<file path="config.mk">
export PLATFORM = sky130hd
export DESIGN_NAME = six_bit_port
export DESIGN_NICKNAME = d
export VERILOG_FILES = /design/src/verilog/port_pkg.sv /design/src/verilog/six_bit_port.sv
export VERILOG_INCLUDE_DIRS = /design/src /design/src/verilog
export SDC_FILE = /design/constraint.sdc
export NUM_CORES = 1
export LEC_CHECK = 0
export BUFFER_PORTS_ARGS = -buffer_cell sky130_fd_sc_hd__buf_4
export CORE_ASPECT_RATIO = 0.5
export CORE_MARGIN = 8
export CORE_UTILIZATION = 47
export DETAILED_ROUTE_END_ITERATION = 12
export MAX_ROUTING_LAYER = met4
export PLACE_DENSITY = 0.84
export RECOVER_POWER = 50
export SYNTH_ARGS = -nofsm -noshare
export SYNTH_HDL_FRONTEND = slang
export SYNTH_SLANG_ARGS = --single-unit
</file>
<file path="constraint.sdc">
create_clock -name pclk -period 1.8 [get_ports pclk]
set_clock_uncertainty 0.15 [all_clocks]
set_input_delay 0.18 -clock pclk [delete_from_list [all_inputs] [get_ports pclk]]
set_output_delay 0.18 -clock pclk [all_outputs]
set_load 0.03 [all_outputs]
</file>
<file path="src/verilog/port_cfg.svh">
// register offsets, reset values and field positions for the six-bit port
// assumes an APB slave with 32-bit data, one register per aligned word
`ifndef PORT_CFG_SVH
`define PORT_CFG_SVH

`define OFS_PIN_VALUE    12'h000
`define OFS_DIRECTION    12'h004
`define OFS_ANALOG_LOW   12'h008
`define OFS_ANALOG_HIGH  12'h00C
`define OFS_PULLUP       12'h010
`define OFS_CHANGE_EN    12'h014
`define OFS_CONTROL      12'h018
`define OFS_STATUS       12'h01C

`define RST_DIRECTION    6'h3F
`define RST_ANALOG_LOW   8'hFF
`define RST_ANALOG_HIGH  4'hF
`define RST_PULLUP       6'h37
`define RST_CHANGE_EN    6'h00
`define RST_CONTROL      8'h01

`define PIN_INPUT_ONLY   3
`define MASK_NO_PIN3     6'h37
`define MASK_XTAL_PINS   6'h30

`define CTL_GPU          0
`define CTL_WAKE         1
`define CTL_GIE          2
`define CTL_SLEEP        3
`define CTL_MASTER_CLEAR_PIN         4
`define CTL_OSC_LSB      5

`define ST_FLAG          0
`define ST_WAKE          1
`define ST_VECTOR        2

`define VECTOR_ADDR      13'h0004

`endif

</file>
<file path="src/verilog/port_pkg.sv">
// types shared by the six-bit port
// assumes port_cfg.svh holds all offsets and constants
package port_pkg;
  typedef enum logic [2:0] {
    osc_internal   = 3'b000,
    osc_crystal_lp = 3'b001,
    osc_crystal_xt = 3'b010,
    osc_crystal_hs = 3'b011,
    osc_external   = 3'b100
  } osc_mode_e;

  typedef enum logic [1:0] {
    run_awake   = 2'b00,
    run_asleep  = 2'b01,
    run_waking  = 2'b10
  } run_state_e;
endpackage

</file>
<file path="src/verilog/six_bit_port.sv">
// six-bit general purpose port with change detect and slow-discharge wake
// assumes an APB master on pclk, pin levels already synchronous to pclk
//
// Decided for this implementation: the APB slave port and the register offsets.
`timescale 1ns/10ps
`include "port_cfg.svh"

// Summary of operation
// - direction one tri-states, zero drives latch
// - direction bit three always reads one
// - crystal modes: direction bits five, four read one
// - value bits seven, six read zero
// - analog pins read zero; writes take pwdata as given
// - analog select never blocks output drive
// - analog disables input, pull-up, change detect
// - high analog select: four bits, reset ones
// - per-pin pull-up enable, bit three absent
// - pull-up off while pin is output
// - global pull-up gate, disabled at power-on
// - pin three pull-up follows master clear
// - crystal modes: pull-up bits five, four read one
// - per-pin change enable, cleared at power-on
// - mismatch against last read sets flag
// - mismatch keeps flag set; port access ends it
// - last-read latch survives soft resets
// - change during read still sets flag
// - change flag wakes device from sleep
// - global enable gates interrupt, vector 0004h
// - low-power wake enables sink on pin zero
// - crystal modes: change bits five, four read one
// - read returns pins, write loads the latch from pwdata
// - pin three reads zero as master clear
module six_bit_port
  import port_pkg::*;
#(
  parameter int NPINS = 6
)(
  // apb
  input  wire logic        pclk,
  input  wire logic        presetn,
  input  wire logic        psel,
  input  wire logic        penable,
  input  wire logic        pwrite,
  input  wire logic [11:0] paddr,
  input  wire logic [31:0] pwdata,
  output logic      [31:0] prdata,
  output logic             pready,
  output logic             pslverr,
  // soft reset (master clear or brown-out), keeps the last-read latch
  input  wire logic        soft_rst_n,
  // pins
  input  wire logic [5:0]  pin_in,
  output logic      [5:0]  pin_out,
  output logic      [5:0]  pin_oe,
  output logic      [5:0]  pullup_on,
  output logic             wake_sink_on,
  // core side
  output logic             change_interrupt_flag,
  output logic             wake_request,
  output logic             irq_vector_valid,
  output logic      [12:0] irq_vector
);

  logic [5:0]  latch_reg,   latch_next;
  logic [5:0]  dir_reg,     dir_next;
  logic [7:0]  ans_lo_reg,  ans_lo_next;
  logic [3:0]  ans_hi_reg,  ans_hi_next;
  logic [5:0]  wpu_reg,     wpu_next;
  logic [5:0]  ioc_reg,     ioc_next;
  logic [7:0]  ctl_reg,     ctl_next;
  logic [5:0]  last_reg,    last_next;
  logic        flag_reg,    flag_next;
  logic [31:0] rdata_reg,   rdata_next;
  logic        ready_reg,   ready_next;
  logic        err_reg,     err_next;
  logic [5:0]  pout_reg,    pout_next;
  logic [5:0]  poe_reg,     poe_next;
  logic [5:0]  pull_reg,    pull_next;
  logic        sink_reg,    sink_next;
  logic        wake_reg,    wake_next;
  logic        vec_reg,     vec_next;
  run_state_e  run_reg,     run_next;

  osc_mode_e   osc_mode;
  logic        xtal;
  logic        master_clear_pin_sel;
  logic [5:0]  ans_pin;
  logic [5:0]  dig_in;
  logic [5:0]  dir_rd;
  logic [5:0]  wpu_rd;
  logic [5:0]  ioc_rd;
  logic [5:0]  mismatch;
  logic        setup_ph;
  logic        port_touch;
  logic        flag_clr;

  assign osc_mode = osc_mode_e'(ctl_reg[`CTL_OSC_LSB +: 3]);
  assign xtal     = (osc_mode == osc_crystal_lp) || (osc_mode == osc_crystal_xt)
                 || (osc_mode == osc_crystal_hs);
  assign master_clear_pin_sel = ctl_reg[`CTL_MASTER_CLEAR_PIN];
  // pin to channel map: pins 0..2 on channels 0..2, pin 4 on channel 3
  assign ans_pin  = {1'b0, ans_lo_reg[3], 1'b0, ans_lo_reg[2:0]};

  // digital input buffer per pin
  genvar g;
  generate
    for (g = 0; g < NPINS; g++)
    begin : g_pin
      assign dig_in[g] = ans_pin[g] ? 1'b0 : pin_in[g];
      assign mismatch[g] = ioc_rd[g] & ~ans_pin[g] & (dig_in[g] ^ last_reg[g]);
    end
  endgenerate

  // read views with forced bits
  always_comb
  begin
    dir_rd = dir_reg;
    dir_rd[`PIN_INPUT_ONLY] = 1'b1;
    wpu_rd = wpu_reg & `MASK_NO_PIN3;
    ioc_rd = ioc_reg;
    if (xtal)
    begin
      dir_rd = dir_rd | `MASK_XTAL_PINS;
      wpu_rd = wpu_rd | `MASK_XTAL_PINS;
      ioc_rd = ioc_rd | `MASK_XTAL_PINS;
    end
  end

  assign setup_ph   = psel & ~penable;
  assign port_touch = psel & penable & ready_reg & (paddr == `OFS_PIN_VALUE);
  assign flag_clr   = psel & penable & ready_reg & pwrite & (paddr == `OFS_STATUS)
                    & pwdata[`ST_FLAG];

  // apb register file
  always_comb
  begin
    dir_next    = dir_reg;
    ans_lo_next = ans_lo_reg;
    ans_hi_next = ans_hi_reg;
    wpu_next    = wpu_reg;
    ioc_next    = ioc_reg;
    ctl_next    = ctl_reg;
    latch_next  = latch_reg;
    rdata_next  = rdata_reg;
    ready_next  = 1'b0;
    err_next    = 1'b0;
    if (setup_ph)
    begin
      ready_next = 1'b1;
      rdata_next = '0;
      case (paddr)
        `OFS_PIN_VALUE:
        begin
          rdata_next[5:0] = dig_in;
          if (master_clear_pin_sel)
            rdata_next[`PIN_INPUT_ONLY] = 1'b0;
        end
        `OFS_DIRECTION:   rdata_next[5:0] = dir_rd;
        `OFS_ANALOG_LOW:  rdata_next[7:0] = ans_lo_reg;
        `OFS_ANALOG_HIGH: rdata_next[3:0] = ans_hi_reg;
        `OFS_PULLUP:      rdata_next[5:0] = wpu_rd;
        `OFS_CHANGE_EN:   rdata_next[5:0] = ioc_rd;
        `OFS_CONTROL:     rdata_next[7:0] = ctl_reg;
        `OFS_STATUS:
        begin
          rdata_next[`ST_FLAG]   = flag_reg;
          rdata_next[`ST_WAKE]   = wake_reg;
          rdata_next[`ST_VECTOR] = vec_reg;
        end
        default: err_next = 1'b1;
      endcase
    end
    if (psel & penable & ready_reg & pwrite & ~err_reg)
    begin
      case (paddr)
        // all six latch bits come from pwdata; nothing is read back from the pins
        `OFS_PIN_VALUE:   latch_next = pwdata[5:0];
        `OFS_DIRECTION:   dir_next   = pwdata[5:0];
        `OFS_ANALOG_LOW:  ans_lo_next = pwdata[7:0];
        `OFS_ANALOG_HIGH: ans_hi_next = pwdata[3:0];
        `OFS_PULLUP:      wpu_next   = pwdata[5:0] & `MASK_NO_PIN3;
        `OFS_CHANGE_EN:   ioc_next   = pwdata[5:0];
        `OFS_CONTROL:     ctl_next   = pwdata[7:0];
        default:          ctl_next   = ctl_reg;
      endcase
    end
  end

  // config registers, power-on reset
  always_ff @(posedge pclk or negedge presetn)
  begin
    if (!presetn)
    begin
      dir_reg    <= `RST_DIRECTION;
      ans_lo_reg <= `RST_ANALOG_LOW;
      ans_hi_reg <= `RST_ANALOG_HIGH;
      wpu_reg    <= `RST_PULLUP;
      ioc_reg    <= `RST_CHANGE_EN;
      ctl_reg    <= `RST_CONTROL;
      latch_reg  <= 6'h00;
      rdata_reg  <= 32'h0000_0000;
      ready_reg  <= 1'b0;
      err_reg    <= 1'b0;
    end
    else if (!soft_rst_n)
    begin
      dir_reg    <= `RST_DIRECTION;
      ans_lo_reg <= `RST_ANALOG_LOW;
      ans_hi_reg <= `RST_ANALOG_HIGH;
      wpu_reg    <= `RST_PULLUP;
      ioc_reg    <= `RST_CHANGE_EN;
      ctl_reg    <= `RST_CONTROL;
      ready_reg  <= 1'b0;
      err_reg    <= 1'b0;
    end
    else
    begin
      dir_reg    <= dir_next;
      ans_lo_reg <= ans_lo_next;
      ans_hi_reg <= ans_hi_next;
      wpu_reg    <= wpu_next;
      ioc_reg    <= ioc_next;
      ctl_reg    <= ctl_next;
      latch_reg  <= latch_next;
      rdata_reg  <= rdata_next;
      ready_reg  <= ready_next;
      err_reg    <= err_next;
    end
  end

  // change detect; a pin edge in the access cycle is loaded into the latch and still sets the flag
  always_comb
  begin
    last_next = port_touch ? dig_in : last_reg;
    flag_next = flag_reg;
    if (flag_clr)
      flag_next = 1'b0;
    if (|mismatch)
      flag_next = 1'b1;
  end

  // last-read latch only sees power-on reset
  always_ff @(posedge pclk or negedge presetn)
  begin
    if (!presetn)
    begin
      last_reg <= 6'h00;
      flag_reg <= 1'b0;
    end
    else
    begin
      last_reg <= last_next;
      flag_reg <= flag_next;
    end
  end

  // sleep, wake and vector
  always_comb
  begin
    run_next  = run_reg;
    wake_next = 1'b0;
    vec_next  = 1'b0;
    case (run_reg)
      run_awake:
        if (ctl_reg[`CTL_SLEEP])
          run_next = run_asleep;
      run_asleep:
        if (flag_reg)
          run_next = run_waking;
      run_waking:
      begin
        wake_next = 1'b1;
        vec_next  = ctl_reg[`CTL_GIE];
        run_next  = run_awake;
      end
      default: run_next = run_awake;
    endcase
    if (run_reg == run_awake && flag_reg && ctl_reg[`CTL_GIE])
      vec_next = 1'b1;
  end

  // pin drivers
  always_comb
  begin
    pout_next = latch_reg;
    poe_next  = ~dir_rd;
    poe_next[`PIN_INPUT_ONLY] = 1'b0;
    pull_next = wpu_rd & dir_rd & ~ans_pin & {6{~ctl_reg[`CTL_GPU]}};
    pull_next[`PIN_INPUT_ONLY] = master_clear_pin_sel;
    sink_next = ctl_reg[`CTL_WAKE];
  end

  always_ff @(posedge pclk or negedge presetn)
  begin
    if (!presetn)
    begin
      run_reg  <= run_awake;
      wake_reg <= 1'b0;
      vec_reg  <= 1'b0;
      pout_reg <= 6'h00;
      poe_reg  <= 6'h00;
      pull_reg <= 6'h00;
      sink_reg <= 1'b0;
    end
    else
    begin
      run_reg  <= run_next;
      wake_reg <= wake_next;
      vec_reg  <= vec_next;
      pout_reg <= pout_next;
      poe_reg  <= poe_next;
      pull_reg <= pull_next;
      sink_reg <= sink_next;
    end
  end

  assign prdata                = rdata_reg;
  assign pready                = ready_reg;
  assign pslverr               = err_reg;
  assign pin_out               = pout_reg;
  assign pin_oe                = poe_reg;
  assign pullup_on             = pull_reg;
  assign wake_sink_on          = sink_reg;
  assign change_interrupt_flag = flag_reg;
  assign wake_request          = wake_reg;
  assign irq_vector_valid      = vec_reg;
  assign irq_vector            = `VECTOR_ADDR;

  a_dir_drive: assert property (@(posedge pclk) disable iff (!presetn)
    $past(soft_rst_n) && !dir_rd[0] |=> pin_oe[0])
    else $error("output pin not driven");
  a_pin3_input: assert property (@(posedge pclk) disable iff (!presetn)
    dir_rd[`PIN_INPUT_ONLY] && !pin_oe[`PIN_INPUT_ONLY])
    else $error("pin three not input");
  a_xtal_dir: assert property (@(posedge pclk) disable iff (!presetn)
    xtal |-> (&dir_rd[5:4]) && (&wpu_rd[5:4]) && (&ioc_rd[5:4]))
    else $error("crystal pins not forced");
  a_analog_zero: assert property (@(posedge pclk) disable iff (!presetn)
    setup_ph && paddr == `OFS_PIN_VALUE && ans_pin[0] |=> !prdata[0])
    else $error("analog pin read nonzero");
  a_pull_output: assert property (@(posedge pclk) disable iff (!presetn)
    !dir_rd[1] |=> !pullup_on[1])
    else $error("pull-up on output pin");
  a_flag_set: assert property (@(posedge pclk) disable iff (!presetn)
    |mismatch |=> change_interrupt_flag)
    else $error("mismatch did not set flag");
  a_wake_time: assert property (@(posedge pclk) disable iff (!presetn)
    run_reg == run_asleep && flag_reg |=> ##1 wake_request)
    else $error("no wake two cycles after flag");
  a_sink_follow: assert property (@(posedge pclk) disable iff (!presetn)
    ctl_reg[`CTL_WAKE] && $stable(ctl_reg) |=> wake_sink_on)
    else $error("sink not on");
  a_pslv_ready: assert property (@(posedge pclk) disable iff (!presetn)
    setup_ph |=> pready)
    else $error("no ready after setup");

  c_port_read:  cover property (@(posedge pclk) port_touch && !pwrite);
  c_flag_set:   cover property (@(posedge pclk) $rose(change_interrupt_flag));
  c_wake:       cover property (@(posedge pclk) wake_request);
  c_vector:     cover property (@(posedge pclk) irq_vector_valid);

endmodule // six_bit_port

</file>
### Yosys cells after proc, flatten, opt, wreduce, memory -nomap -nowiden

Index checks and enable logic that the tools add are counted.
Widths: inputs -> output; s select.

* logic and storage cells: 137
* bits of input ports: 56
* register bits: 83

* bitwise gates (word level): 36
* reduce and logical (&&, ||, !) cells: 18
* muxes and demuxes: 43
* eq/ne operators: 21

Operators by type and width (count)
* $mux 6: 12
* $eq 12x5->1 const B: 4
* $mux 8: 6
* $eq 12x4->1 const B: 2
* $pmux 3 s8: 1
* $and 1x1->1: 18
* $and 6x6->6: 3
* $reduce_and 2->1: 8
* $mux 1: 15
* $ne 2x1->1 const B: 7
* $eq 12x3->1 const B: 1
* $logic_not 12->1: 1
* $mux 4: 3
* $pmux 2 s6: 1
* $pmux 2 s2: 2
* $reduce_or 8->1: 1
* $not 1->1: 7
* $pmux 1 s7: 1
* $eq 3x2->1 const B: 2
* $not 5->6: 1
* $not 6->6: 1
* $reduce_or 6->1: 1
* $xor 1x1->1: 6
* $mux 2: 2
* other kinds (9): 12

### Longest topological paths before layout

* depth in word-level cells: 8
* gate-level depth with buffers: 6
* depth with buffers taken out: 4

### Worst setup path after synthesis

No wires, ideal clock.

* kind: input port to flip-flop
* start point: input port paddr[9]
* end point: register latch_reg[0]
* path slack: -331 ps
* buffers on the path: 2
* library setup time: 125 ps
* data required time: 1525 ps
* arrival time: 1856 ps
* stages: 6
* path through: or4_1 -> buf_4 -> nor4_4 -> and3_1 -> buf_6 -> mux2_4

* word-level cells in the longest chain between the ends: 2

RTL lines
* from (decl): line six_bit_port.sv:44 `input wire logic [11:0] paddr,`
* $logic_not 12->1: line six_bit_port.sv:175 `case (paddr)`
* $reduce_and 3->1 (no line)
* to (signal assigned): line six_bit_port.sv:224 `latch_reg <= latch_next;`
* to (decl): line six_bit_port.sv:64 `logic [5:0] latch_reg, latch_next;`

No other way between the ends.
A chain may end at the register's enable or synchronous reset.

### Final worst setup path

* start point: register ctl_reg[7]
* end point: register rdata_reg[5] (netlist: prdata[5])

* word-level cells in the longest chain between the ends: 5

RTL lines
* from (decl): line six_bit_port.sv:70 `logic [7:0] ctl_reg, ctl_next;`
* from (signal assigned): line six_bit_port.sv:199 `` ctl_reg <= `RST_CONTROL; ``
* from (signal assigned): line six_bit_port.sv:212 `` ctl_reg <= `RST_CONTROL; ``
* from (signal assigned): line six_bit_port.sv:223 `ctl_reg <= ctl_next;`
* $eq 3x1->1 or $eq 3x2->1 (tied branches): line six_bit_port.sv:98 `assign xtal = (osc_mode == osc_crystal_lp) || (osc_mode == osc_crystal_xt)`
* $logic_or 1x1->1: line six_bit_port.sv:98
* $logic_or 1x1->1 *: line six_bit_port.sv:99 `|| (osc_mode == osc_crystal_hs);`
* $mux 6: line six_bit_port.sv:121 `if (xtal)`
* $pmux 2 s6 *: line six_bit_port.sv:151 `case (paddr)`
* to (signal assigned): line six_bit_port.sv:225 `rdata_reg <= rdata_next;`
* to (decl): line six_bit_port.sv:73 `logic [31:0] rdata_reg, rdata_next;`

Every way passes the cells marked *; elsewhere a longest branch is shown, timed or not.

==> out/metrics.cfg <==
[run_status]
status=finished, final reports clean

[synthesis]
synth_ff_type=dfrtp_1
synth_top_area_cell=dfrtp_1
ys.warnings.count=0
async_reset_ff_share_pct=100.0
netlist.area_leader.share_pct=34.37
avgSynthCellArea_um2=9.936
synth_most_common_cell=nand3_1
synth_edf_count=0
synthTopCellsByArea=dfrtp_1, dfstp_2, nand3_1
synth_area_mm2=0.004223
synth.distinct_cells=53
syn_inst=425
synthTopCellsByCount=nand3_1, dfrtp_1, o21ai_0, buf_4, dfstp_2
synth_seq_area_share_pct=48.68
synth_seq_cells=81

[clock_tree]
cts_tree=done
cts_buffers=9
clock-root-buffer=clkbuf_16
htreeDepth=3
clock-sinks=81
clk_path_buf_depth=2
clk_latency_ns=0.35
clk_pin_slew_ns=0.06

[sta]
timing.hold.ws_ns=0.08574
period_minus_slack_ns=1.732
setup_ws_ns=0.06827
setup_viol=0
max_freq_mhz=577.5
min_period_over_period_pct=96.21
rsz0062_at_grt=false
finalHoldViolCount=0
max_slew.worst_pin.slew_ns=0.5788
relSlewSlack_pct=61.41
finalMaxSlewViolations=0

[critical_path]
path_buf_inv=0
cp.arrival_ns=1.85
path_class=flop to flop
reg2regPathDepth=4
cp_num_cells=4
cpMaxStageDelayCell=a2111o_1
crit_path_start_kind=flop
crit_chain=o21ba_2, o21ai_0, a2111o_1, a31oi_1
crit_required_ns=1.92
cp-end-kind=flop
critical_path.max_fanout=6
path_delay_family=compound AO/OA/AOI/OAI gates
slowest_delay_ns=0.46

[global_routing]
grt_max_degree=42
antenna_found_initial=1
overflow=0
track_usage_pct=22.31
grt_pass1_wl_mm=20.87
grt_pass1_vias=3779

[flow_run]
max_cap_viol_count=0

[floorplan]
initial_core_util_pct=48.49
design.portCount=125
fp-row-count=24
coreArea_mm2=0.008708
die-width_um=150.1
dieHeight_um=83.03
fp.dieArea_mm2=0.01246

[power_and_ir_drop]
powerDensity_mw_per_mm2=735.0
p_leak_nw=2.420
vdd_drop_max_v=0.0004322

[route]
drtAntennaViolNets=0
route.detailed.drc=0
vias=3816
drt_pass1_iterations=6
wl_per_cell_um=20.56
drt_iter0_drc=509
vias_per_cell=5.764
routed_wl_mm=13.61

[placed_design]
place_inst=630
dpl_worst_slack_ns=-0.2773
gp_congestion=0.9644
portBuffers=62
dp_hpwl_mm=9.857
dpl_cell_area_mm2=0.005074

[final_layout]
final_nets=595
fillers=682
multiInputGateArea_mm2=0.001914
fin_cells=662
area.sequential_mm2=0.002057
area_delta_synth_final_pct=29.57
finalInstanceArea_mm2=0.005472
final_layout_size_suffix_gt1_share_pct=33.82

[hold_path]
hold_depth=3
hold_path_class=input pin to flop

layer usage:
layer / wire length (um) / track usage, % / share of wire (%)
met2: 5939 / 31.30 / 44
met4: 222 / 7.117 / 1.6
met1: 5716 / 29.48 / 42
met3: 1732 / 7.792 / 13
met5: 0 / - / 0
stage by stage:
stage	power [mW]	util (%)	TNS, ns
3_5_place_dp	2.333	58.26	-6.710
5_1_grt	4.143	62.83	0
6_report	4.022	62.83	0
2_1_floorplan	2.178	-	-2.434
4_1_cts	4.038	62.77	0
3_3_place_gp	2.332	58.26	-5.956
layout make-up:
type	instances	area share, %
Multi-Input combinational cell	306	34.99
Clock buffer	12	4.322
Antenna cell	1	0.04574
Sequential cell	81	37.59
Inverter	11	0.7546
Tap cell	117	2.676
Timing Repair Buffer	130	19.05
Clock inverter	4	0.5717
power by group:
part | internal [mW] | switching, mW | total (mW)
clock | 0.943 | 0.746 | 1.69
sequential | 1.84 | 0.0104 | 1.85
combinational | 0.162 | 0.323 | 0.485
total | 2.94 | 1.08 | 4.02
what timing repair did:
item | 4_1_cts | 5_1_grt
pin swaps | 2 | 1
endpoints found under the setup margin | 6 | 10
cloned | 0 | 0
endpoints found under the hold margin | 100 | 0
hold buffers | 12 | 0
setup buffers | 0 | 4
resized for setup | 2 | 2
kinds of logic after synthesis:
kind of cell / count (synthesis) / synth area share (%)
other cells: 2 / 0.1778
compound gates: 90 / 13.13
mux: 23 / 6.667
buf+inv: 74 / 10.40
flops: 81 / 48.68
xor+xnor: 6 / 1.244
simple gates: 149 / 19.70
path summary, 6_finish.rpt:
check,startpoint,endpoint,slack [ns]
worst min-delay path,pin_in[0],last_reg[0],0.09
worst min register to register,latch_reg[4],pin_out[4],0.24
max in group asynchronous,presetn,last_reg[5],0.23
worst max register to register,ctl_reg[7],prdata[5],0.07
worst max-delay path,ctl_reg[7],prdata[5],0.07
min in group asynchronous,presetn,ctl_reg[1],0.22
placed cells by master, fill, tap and decap left out, types with 7 or more instances in the layout:
cell | netlist | routed
nor2b_1 | 7 | 7
conb_1 | 2 | 38
mux2i_1 | 9 | 9
o21ai_0 | 43 | 43
buf_4 | 40 | 111
a21boi_0 | 12 | 10
mux2_2 | 7 | 7
nand2_1 | 13 | 13
dfstp_2 | 23 | 20
nand3_1 | 68 | 62
nor3_1 | 10 | 10
dfrtp_1 | 58 | 57
nor2_1 | 12 | 12
inv_1 | 10 | 10
dlygate4sd3_1 | 0 | 12
a21oi_1 | 10 | 10
clkbuf_16 | 0 | 9
tightest hold or removal path, stage by stage:
cell and delay [ns]:
buf_4 0.10, nor2b_1 0.12, mux2_2 0.15
No activity file was read; power rests on OpenSTA's default activity.
